**config.mk**
```make
export PLATFORM = sky130hd
export DESIGN_NAME = cbtc_top
export DESIGN_NICKNAME = d
export VERILOG_FILES = /design/src/verilog/cbtc_pkg.sv /design/src/verilog/cbtc_tq_div.sv /design/src/verilog/cbtc_top.sv
export SDC_FILE = /design/constraint.sdc
export NUM_CORES = 1
export LEC_CHECK = 0
export BUFFER_PORTS_ARGS = -buffer_cell sky130_fd_sc_hd__buf_2
export CORE_AREA = 2 2 91 93
export CTS_CLUSTER_SIZE = 24
export DETAILED_ROUTE_END_ITERATION = 8
export DIE_AREA = 0 0 93 95
export PLACE_DENSITY = 0.81
export SYNTH_ARGS = -nofsm -noshare
export SYNTH_HDL_FRONTEND = slang
export SYNTH_SLANG_ARGS = --single-unit
```
**constraint.sdc**
```tcl
create_clock -name MCLK -period 2.7 [get_ports MCLK]
set_clock_uncertainty 0.05 [all_clocks]
set_input_delay 0.135 -clock MCLK [delete_from_list [all_inputs] [get_ports MCLK]]
set_output_delay 0.135 -clock MCLK [all_outputs]
set_load 0.03 [all_outputs]
```
**src/verilog/cbtc_pkg.sv**
```systemverilog
package cbtc_pkg;
  // --------------------------------------------------------------------
  // register map
  // --------------------------------------------------------------------
  localparam logic [3:0] CBTC_CFG_ADDR = 4'h0;
  localparam logic [3:0] CBTC_CTL_ADDR = 4'h4;
  localparam logic [3:0] CBTC_STAT_ADDR = 4'h8;
  localparam logic [31:0] CBTC_CFG_RESET = 32'h0000_0000;
  localparam logic [31:0] CBTC_CFG_MASK = 32'h0047_ffff;
  localparam logic [31:0] CBTC_UNMAPPED = 32'h0000_0000;
  // --------------------------------------------------------------------
  // field positions
  // --------------------------------------------------------------------
  localparam int CBTC_WAKE_LINE_FILTER_EN_BIT = 22;
  localparam int CBTC_PS2_LSB = 16;
  localparam int CBTC_PS2SEL_BIT = 15;
  localparam int CBTC_SAM_BIT = 14;
  localparam int CBTC_PS1_LSB = 11;
  localparam int CBTC_PRS_LSB = 8;
  localparam int CBTC_SJW_LSB = 6;
  localparam int CBTC_BRP_LSB = 0;
  localparam int CBTC_MODE_LSB = 21;
  localparam logic [2:0] CBTC_MODE_CONFIG = 3'h4;
  localparam logic [2:0] CBTC_MODE_RESET = 3'h4;
  localparam logic [3:0] CBTC_IPT_TQ = 4'h2;
  localparam logic [3:0] CBTC_SYNC_TQ = 4'h1;
  localparam logic [1:0] CBTC_SAMPLES_ONE = 2'h1;
  localparam logic [1:0] CBTC_SAMPLES_THREE = 2'h3;
  typedef enum logic [1:0] {
    CBTC_IDLE = 2'b01,
    CBTC_ACK = 2'b10
  } cbtc_bus_t;
endpackage

```
**src/verilog/cbtc_tq_div.sv**
```systemverilog
`timescale 1ns/10ps
module cbtc_tq_div
  import cbtc_pkg::*;
#(
  parameter int BRP_W = 6
)
(
  input wire logic MCLK, // module clock
  input wire logic RST_N, // async reset, active low
  input wire logic [BRP_W-1:0] BAUD_PRESCALER, // prescaler value
  input wire logic CLR, // restart the quantum count
  output logic TQ_TICK // one-cycle pulse per time quantum
);
  typedef struct packed {
    logic [BRP_W:0] cnt;
    logic tick;
  } cbtc_div_t;
  cbtc_div_t st_r, st_nxt;
  logic [BRP_W:0] term;

  // --------------------------------------------------------------------
  // quantum is 2*(brp+1) clocks
  // --------------------------------------------------------------------
  always_comb
  begin
    term = {BAUD_PRESCALER, 1'b1};
    st_nxt = st_r;
    st_nxt.tick = 1'b0;
    if (CLR || st_r.cnt >= term)
    begin
      st_nxt.cnt = '0;
      st_nxt.tick = !CLR;
    end
    else
    begin
      st_nxt.cnt = st_r.cnt + 1'b1;
    end
  end

  always_ff @(posedge MCLK or negedge RST_N)
  begin
    if (!RST_N)
      st_r <= '0;
    else
      st_r <= st_nxt;
  end

  assign TQ_TICK = st_r.tick;

  chk_tick_spacing: assert property (@(posedge MCLK) disable iff (!RST_N)
    TQ_TICK || CLR |=> !TQ_TICK)
    else $error("quantum ticks too close");
endmodule

```
**src/verilog/cbtc_top.sv**
```systemverilog
// Chosen here: the Avalon-MM interface to the registers and the register addresses.
`timescale 1ns/10ps
// Overview of operation
// - wake-up filter bit 22 routes the bus line through a line filter.
// - phase segment 2 field bits 18:16 give value plus one quanta.
// - select bit 15 set makes segment 2 free, else max(seg1, IPT).
// - sample bit 14 set takes three samples, else one.
// - phase segment 1 field bits 13:11 give value plus one quanta.
// - with select clear the programmed seg2 field is ignored.
// - config register writable only in configuration mode 100.
module cbtc_top
  import cbtc_pkg::*;
#(
  parameter int BRP_W = 6
)
(
  input wire logic MCLK, // module clock, 10 MHz
  input wire logic RST_N, // async reset, active low
  input wire logic [3:0] AVS_ADDRESS, // byte address
  input wire logic AVS_READ, // read request
  input wire logic AVS_WRITE, // write request
  input wire logic [3:0] AVS_BYTEENABLE, // write lanes
  input wire logic [31:0] AVS_WRITEDATA, // write data
  output logic [31:0] AVS_READDATA, // read data
  output logic AVS_WAITREQUEST, // bus stall
  input wire logic CAN_RX, // raw bus line pin
  output logic WAKE_RX, // line used for wake-up detection
  output logic SAMPLED_BIT, // bus value at sample point, voted in three-sample mode
  output logic TQ_TICK, // time quantum pulse
  output logic [3:0] SEG_PROP_TQ, // propagation quanta
  output logic [3:0] SEG_PH1_TQ, // phase 1 quanta
  output logic [3:0] SEG_PH2_TQ, // phase 2 quanta
  output logic [3:0] SJW_TQ, // jump width quanta
  output logic [1:0] SAMPLE_COUNT // samples per bit
);
  typedef struct packed {
    cbtc_bus_t bus;
    logic [31:0] cfg;
    logic [2:0] mode;
    logic [31:0] rdata;
    logic [1:0] rx_sync;
    logic [2:0] hist;
    logic [1:0] filt;
    logic wake;
    logic smp;
    logic [3:0] ph1;
    logic [3:0] ph2;
    logic [3:0] prs;
    logic [3:0] sync_jump_width;
  } cbtc_state_t;
  cbtc_state_t st_r, st_nxt;

  logic rx_meta_r;
  logic div_clr;
  logic [3:0] p1;
  logic [3:0] p2;
  logic [31:0] wmask;
  logic cfg_mode;
  logic voted;

  always_ff @(posedge MCLK or negedge RST_N)
  begin
    if (!RST_N)
      rx_meta_r <= 1'b1;
    else
      rx_meta_r <= CAN_RX;
  end

  cbtc_tq_div #(.BRP_W(BRP_W)) u_div (
    .MCLK(MCLK),
    .RST_N(RST_N),
    .BAUD_PRESCALER(st_r.cfg[CBTC_BRP_LSB +: BRP_W]),
    .CLR(div_clr),
    .TQ_TICK(TQ_TICK)
  );

  // --------------------------------------------------------------------
  // bus slave and segment decode
  // --------------------------------------------------------------------
  always_comb
  begin
    st_nxt = st_r;
    cfg_mode = (st_r.mode == CBTC_MODE_CONFIG);
    div_clr = cfg_mode;
    for (int i = 0; i < 4; i++)
      wmask[i*8 +: 8] = {8{AVS_BYTEENABLE[i]}};
    st_nxt.rx_sync = {st_r.rx_sync[0], rx_meta_r};
    case (st_r.bus)
      CBTC_IDLE:
      begin
        if (AVS_WRITE)
        begin
          st_nxt.bus = CBTC_ACK;
          if (AVS_ADDRESS == CBTC_CFG_ADDR && cfg_mode)
            st_nxt.cfg = ((st_r.cfg & ~wmask) | (AVS_WRITEDATA & wmask))
              & CBTC_CFG_MASK;
          if (AVS_ADDRESS == CBTC_CTL_ADDR && AVS_BYTEENABLE[2])
            st_nxt.mode = AVS_WRITEDATA[CBTC_MODE_LSB +: 3];
        end
        else if (AVS_READ)
        begin
          st_nxt.bus = CBTC_ACK;
          case (AVS_ADDRESS)
            CBTC_CFG_ADDR: st_nxt.rdata = st_r.cfg;
            CBTC_CTL_ADDR:
              st_nxt.rdata = 32'(st_r.mode) << CBTC_MODE_LSB;
            CBTC_STAT_ADDR:
              st_nxt.rdata = {16'h0000, st_r.sync_jump_width, st_r.prs,
                st_r.ph1, st_r.ph2};
            default: st_nxt.rdata = CBTC_UNMAPPED;
          endcase
        end
      end
      CBTC_ACK: st_nxt.bus = CBTC_IDLE;
      default: st_nxt.bus = CBTC_IDLE;
    endcase
    p1 = {1'b0, st_r.cfg[CBTC_PS1_LSB +: 3]} + 4'h1;
    if (st_r.cfg[CBTC_PS2SEL_BIT])
      p2 = {1'b0, st_r.cfg[CBTC_PS2_LSB +: 3]} + 4'h1;
    else
      p2 = (p1 > CBTC_IPT_TQ) ? p1 : CBTC_IPT_TQ;
    st_nxt.ph1 = p1;
    st_nxt.ph2 = p2;
    st_nxt.prs = {1'b0, st_r.cfg[CBTC_PRS_LSB +: 3]} + 4'h1;
    st_nxt.sync_jump_width = {2'b00, st_r.cfg[CBTC_SJW_LSB +: 2]} + 4'h1;
    // majority of three quantum-spaced samples, or the latest one
    if (TQ_TICK)
      st_nxt.hist = {st_r.hist[1:0], st_r.rx_sync[1]};
    voted = (st_r.hist[0] & st_r.hist[1]) | (st_r.hist[1] & st_r.hist[2])
      | (st_r.hist[0] & st_r.hist[2]);
    st_nxt.smp = st_r.cfg[CBTC_SAM_BIT] ? voted : st_r.hist[0];
    // two-sample glitch filter used for wake-up only when enabled
    st_nxt.filt = {st_r.filt[0], st_r.rx_sync[1]};
    if (st_r.cfg[CBTC_WAKE_LINE_FILTER_EN_BIT])
    begin
      if (st_r.filt[0] == st_r.filt[1])
        st_nxt.wake = st_r.filt[1];
    end
    else
      st_nxt.wake = st_r.rx_sync[1];
  end

  always_ff @(posedge MCLK or negedge RST_N)
  begin
    if (!RST_N)
    begin
      st_r <= '0;
      st_r.bus <= CBTC_IDLE;
      st_r.cfg <= CBTC_CFG_RESET;
      st_r.mode <= CBTC_MODE_RESET;
      st_r.rx_sync <= 2'b11;
      st_r.hist <= 3'b111;
      st_r.filt <= 2'b11;
      st_r.wake <= 1'b1;
      st_r.smp <= 1'b1;
      st_r.ph1 <= CBTC_SYNC_TQ;
      st_r.ph2 <= CBTC_IPT_TQ;
      st_r.prs <= CBTC_SYNC_TQ;
      st_r.sync_jump_width <= CBTC_SYNC_TQ;
    end
    else
      st_r <= st_nxt;
  end

  assign AVS_WAITREQUEST = (AVS_READ || AVS_WRITE) && st_r.bus != CBTC_ACK;
  assign AVS_READDATA = st_r.rdata;
  assign WAKE_RX = st_r.wake;
  assign SAMPLED_BIT = st_r.smp;
  assign SEG_PROP_TQ = st_r.prs;
  assign SEG_PH1_TQ = st_r.ph1;
  assign SEG_PH2_TQ = st_r.ph2;
  assign SJW_TQ = st_r.sync_jump_width;
  assign SAMPLE_COUNT = st_r.cfg[CBTC_SAM_BIT] ? CBTC_SAMPLES_THREE
    : CBTC_SAMPLES_ONE;

  // --------------------------------------------------------------------
  // checks
  // --------------------------------------------------------------------
  chk_cfg_locked: assert property (@(posedge MCLK) disable iff (!RST_N)
    st_r.mode != CBTC_MODE_CONFIG |=> $stable(st_r.cfg))
    else $error("config changed outside configuration mode");
  chk_ph2_auto: assert property (@(posedge MCLK) disable iff (!RST_N)
    !st_r.cfg[CBTC_PS2SEL_BIT] && $stable(st_r.cfg) |=>
    SEG_PH2_TQ == ((SEG_PH1_TQ > CBTC_IPT_TQ) ? SEG_PH1_TQ : CBTC_IPT_TQ))
    else $error("automatic phase 2 wrong");
  chk_ph2_free: assert property (@(posedge MCLK) disable iff (!RST_N)
    st_r.cfg[CBTC_PS2SEL_BIT] && $stable(st_r.cfg) |->
    SEG_PH2_TQ == {1'b0, st_r.cfg[CBTC_PS2_LSB +: 3]} + 4'h1)
    else $error("programmed phase 2 wrong");
  chk_ph1_len: assert property (@(posedge MCLK) disable iff (!RST_N)
    $stable(st_r.cfg) |->
    SEG_PH1_TQ == {1'b0, st_r.cfg[CBTC_PS1_LSB +: 3]} + 4'h1)
    else $error("phase 1 wrong");
  chk_prop_sjw: assert property (@(posedge MCLK) disable iff (!RST_N)
    $stable(st_r.cfg) |->
    SEG_PROP_TQ == {1'b0, st_r.cfg[CBTC_PRS_LSB +: 3]} + 4'h1
    && SJW_TQ == {2'b00, st_r.cfg[CBTC_SJW_LSB +: 2]} + 4'h1)
    else $error("prop or jump width wrong");
  chk_single_sample: assert property (@(posedge MCLK) disable iff (!RST_N)
    !st_r.cfg[CBTC_SAM_BIT] |=> SAMPLED_BIT == $past(st_r.hist[0]))
    else $error("single sample wrong");
  chk_wake_direct: assert property (@(posedge MCLK) disable iff (!RST_N)
    !st_r.cfg[CBTC_WAKE_LINE_FILTER_EN_BIT] |=> WAKE_RX == $past(st_r.rx_sync[1]))
    else $error("unfiltered wake line wrong");
  chk_wake_filter: assert property (@(posedge MCLK) disable iff (!RST_N)
    st_r.cfg[CBTC_WAKE_LINE_FILTER_EN_BIT] && st_r.filt[0] != st_r.filt[1] |=>
    $stable(WAKE_RX)) else $error("filter passed a glitch");
  chk_bus_answer: assert property (@(posedge MCLK) disable iff (!RST_N)
    (AVS_READ || AVS_WRITE) && st_r.bus == CBTC_IDLE |=> !AVS_WAITREQUEST)
    else $error("bus answer late");
  cov_cfg_write: cover property (@(posedge MCLK) disable iff (!RST_N)
    AVS_WRITE && !AVS_WAITREQUEST && AVS_ADDRESS == CBTC_CFG_ADDR);
  cov_locked_write: cover property (@(posedge MCLK) disable iff (!RST_N)
    AVS_WRITE && !cfg_mode && AVS_ADDRESS == CBTC_CFG_ADDR);
  cov_triple: cover property (@(posedge MCLK) disable iff (!RST_N)
    st_r.cfg[CBTC_SAM_BIT] && TQ_TICK);
  cov_wake_filt: cover property (@(posedge MCLK) disable iff (!RST_N)
    st_r.cfg[CBTC_WAKE_LINE_FILTER_EN_BIT] && $fell(WAKE_RX));
endmodule

```
-- Word level (Yosys, flattened, before mapping)
Index checks and enable logic that the tools add are counted.
- bitwise gates (word level): 10
- reduce and logical (&&, ||, !) cells: 10
- muxes and demuxes: 12
- magnitude comparators: 2
- equal/unequal tests: 8
- $add $sub $neg: 5
- operators by type and width (kind ; count):
    24-bit case mux with 3 select lines ; 1
    23-bit bitwise AND ; 2
    23-bit inverter ; 1
    23-bit bitwise OR ; 1
    3-bit by 1-bit adder with 4-bit output, second input constant ; 3
    3-bit AND reduction ; 3
    2-bit 2-to-1 mux ; 4
    4-bit 2-to-1 mux ; 2
    7-bit by 1-bit adder with 7-bit output, second input constant ; 1
    7-bit >= comparator ; 1
    7-bit 2-to-1 mux ; 1
    4-bit by 3-bit == test with 1-bit output, second input constant ; 1
    4-bit == test, second input constant ; 1
    4-bit by 2-bit > comparator with 1-bit output, second input constant ; 1
    4-bit logical NOT ; 1
    1-bit 2-to-1 mux ; 4
    2-bit by 1-bit adder with 3-bit output, second input constant ; 1
    1-bit bitwise AND ; 3
    3-bit == test, second input constant ; 1
    1-bit logical AND ; 3
    3-bit inequality test, second input constant ; 1
    2-bit by 1-bit == test with 1-bit output, second input constant ; 1
    1-bit logical OR ; 2
    2-bit by 1-bit inequality test with 1-bit output, second input constant ; 1
    5 further kinds ; 6
- output and inout port bits: 54
- word-level logic and storage cells: 63
- register bits: 90

-- Longest topological paths before layout
- depth after elaboration: 4
- depth in mapped cells: 7
- gate-level depth less buffers: 6

-- By module
A second synthesis with hierarchy kept.
- cells, all modules: 313
- area total of the unflattened synthesis: 3791.1 um^2
- modules (own cells, without submodules) (module ; cells each ; area an instance (um^2) ; sequential area each (um^2) ; instances):
    cbtc_top ; 263 ; 3281.9 ; 1821.7 ; 1
    cbtc_tq_div ; 50 ; 509.2 ; 200.2 ; 1

-- Worst setup path after synthesis
OpenSTA, ideal clock, no wires.
- path kind: register to register
- start: reg u_div.st_r[2] in the netlist's numbering
- end: reg u_div.st_r[3] in the netlist's numbering
- period minus slack after synthesis: 1.776 ns
- data required time: 2.579 ns
- arrival time: 1.655 ns
- stages on the path, launching flop included: 7
- library setup time: 0.071 ns
- slack: 0.924 ns
- buffers on the path: 1
- cell sequence: dfrtp_1 > ha_1 > a211oi_2 > nor4_1 > or4_1 > buf_2 > nor2_1
- RTL lines (item ; RTL line ; RTL):
    start, declared ; cbtc_tq_div.sv:18 ; cbtc_div_t st_r, st_nxt;
    start signal, assigned ; cbtc_tq_div.sv:45 ; st_r <= st_nxt;

==> flow_summary.yaml <==
clock_tree:
  cts_resized: 0
  tritoncts: "built"
  cts_made_buffers: 9
  cts_setup_buffers: 0
  clk_path_buf_depth: 2
  clock-sinks: 80
  htreeDepth: 3
  clk_latency_ps: 350
  path_clk_slew_ps: 90
  cts_root_buf: "clkbuf_8"
worst_setup_path:
  startpoint_type: "register"
  crit_required_ps: 2870
  cp_max_fo: 8
  cp.arrival_ps: 2210
  critPathKind: "reg2reg"
  critPathLaunch: "st_r[59]"
  timing.rr.start: "st_r[59]"
  endpoint_kind: "register"
detailed_routing:
  ant_nets: 0
  drt_wl_total_mm: 7.30
  wl_per_cell_um: 14.8
  drt_iter0_drc: 121
  dr.pass1.iters: 4
  drc: 0
  vias: 2397
  vias_per_cell: 4.84
grt:
  grt_util_met1: 0.237
  antenna_found_initial: 0
  grt_pass1_wl_mm: 12.1
  grt_pass1_vias: 2455
  use_met2: 0.296
  grt.busiest_layer: "met2"
  gr-total-overflow: 0
  grt_usage: 0.180
  grt_max_degree: 81
  grt.met3_usage: 0.0415
placement:
  dp_hpwl_mm: 5.13
  dpl_cell_area_um2: 3880
  port_buffers: 75
  dp_slack_ps: 677
  gp_congestion: 0.815
finish:
  nFillCells: 689
  nets: 441
  drive_gt1_frac: 0.359
  area_growth_pct: 14.8
  stdcell_area_um2: 4310
  final_util: 0.544
  n_antenna_cell: 0
min_path:
  hp-start: "AVS_ADDRESS[1]"
  hp-class: "in2reg"
floorplanning:
  die-width_um: 93
  dieArea_um2: 8840
  start_util: 0.473
  die_height_um: 95
  num_rows: 33
  core_area_um2: 7930
  num_io_pins: 99
timing:
  tightest_slew_ps: 979
  rsz0062_at_grt: "false"
  relSlewSlack: 0.348
  finalCriticalPeriod_ps: 2030
  fmax_mhz: 492
  timing.final.ws_setup_ps: 666
  fin_setup_tns_ps: 0
  finalHoldViolCount: 0
  setup_violations: 0
  timing.final.crit_share: 0.753
  finalMaxSlewViolations: 0
synthesis:
  syn-cell-area_um2: 3750
  synth.most_common_cell: "dfrtp_1"
  synthDistinctLibCells: 36
  synth_top_cell_area_share: 0.427
  yosys.area.top_type: "dfrtp_1"
  synth-edff-count: 0
  ys_async_sr_fraction: 1.00
  ys_warn_count: 0
  ys.flop_type: "dfrtp_1"
  seq_area_frac_synth: 0.539
  netlist_instances: 323
  syn_avg_cell_area_um2: 11.6
  synth_commonest_cells: "dfrtp_1 (64), buf_4 (50), mux2_2 (28)"
  ys_top_cells_by_area: "dfrtp_1 (43%), dfstp_2 (11%), buf_4 (10%)"
  ys_seq_elements: 80
status:
  status: "complete, no violations"
flow_run:
  maxCapViolations: 0
power:
  p_per_area_nw_per_um2: 679
  ir_worst_vdd_v: 0.000463
  finalPower_mw: 2.92
  p_leak_nw: 2.23
==> routing by layer <==
| layer | wire [um] | up-vias |
|---|---|---|
| met5 | 0 | - |
| met2 | 3580 | 72 |
| li1 | - | 1150 |
| met1 | 3270 | 1167 |
| met4 | 104 | 0 |
| met3 | 346 | 8 |
==> what timing repair did <==
action,in CTS,in global routing
hold buffers,24,0
endpoints found under the setup margin,0,0
hold endpoints to repair,88,0
==> critical path, stage by stage, from the launching register on <==
cell     delay (ps)
dfstp_2         550
nor3b_2         260
and3_1          210
and3_1          440
mux2_2          390
==> cell usage in the layout, fill, tap and decap left out, drive strengths merged, types with 4 or more instances in the layout <==
master,Yosys,layout
dfstp,16,16
buf,56,76
inv,14,14
a21oi,6,6
nor2,20,20
and3,6,6
a22o,4,4
conb,2,12
clkbuf,3,11
nand3,7,7
mux2,28,28
mux2i,15,15
nand2,23,23
dfrtp,64,64
dlygate4sd3,0,24
o21ai,21,21
xor2,5,5
ha,11,11
==> power breakdown <==
part	total [mW]	switching, mW	internal (mW)
Combinational	0.599	0.356	0.243
Clock	0.861	0.433	0.428
Sequential	1.46	0.109	1.35
Total	2.92	0.897	2.03
==> metrics by stage <==
| step | hold slack (ps) | std cells |
|---|---|---|
| 2_1_floorplan | -211 | 333 |
| 4_1_cts | 43.9 | 495 |
| 3_5_place_dp | 196 | 455 |
| 5_1_grt | 50.2 | 495 |
| 6_report | 58.9 | 495 |
| 3_3_place_gp | 192 | 455 |
==> cells by family (layout without fill, tap and decap cells) <==
| kind of cell | count (synthesis) | count (layout) | synth area share |
|---|---|---|---|
| multiplexers | 43 | 43 | 0.124 |
| other | 2 | 12 | 0.00200 |
| XOR/XNOR | 8 | 8 | 0.0187 |
| flip-flops | 80 | 80 | 0.539 |
| buffers and inverters | 73 | 130 | 0.128 |
| AO/OA/AOI/OAI | 33 | 33 | 0.0507 |
| adder cells (fa/ha/maj) | 12 | 12 | 0.0393 |
| AND/OR/NAND/NOR | 72 | 72 | 0.0984 |
==> cell type report <==
| cell class | count | area (um^2) | share of cell area |
|---|---|---|---|
| Inverter | 14 | 52.6 | 0.0122 |
| Clock inverter | 5 | 58.8 | 0.0136 |
| Timing Repair Buffer | 100 | 626 | 0.145 |
| Tap cell | 105 | 131 | 0.0305 |
| Multi-Input combinational cell | 180 | 1290 | 0.299 |
| Clock buffer | 11 | 131 | 0.0305 |
| Sequential cell | 80 | 2020 | 0.469 |
==> worst paths after layout <==
check / end / slack, ps / cells past startpoint
setup / recovery: register / 670 / 4
max in group asynchronous: SEG_PH2_TQ[3] / 1510 / 2
min in group asynchronous: asynchronous set/reset pin / 450 / 2
hold / removal: AVS_READDATA[11] / 60 / 3
hold reg to reg: st_nxt[18] / 310 / 0
setup reg to reg: register / 670 / 4
(Power assumes the default switching activity.)
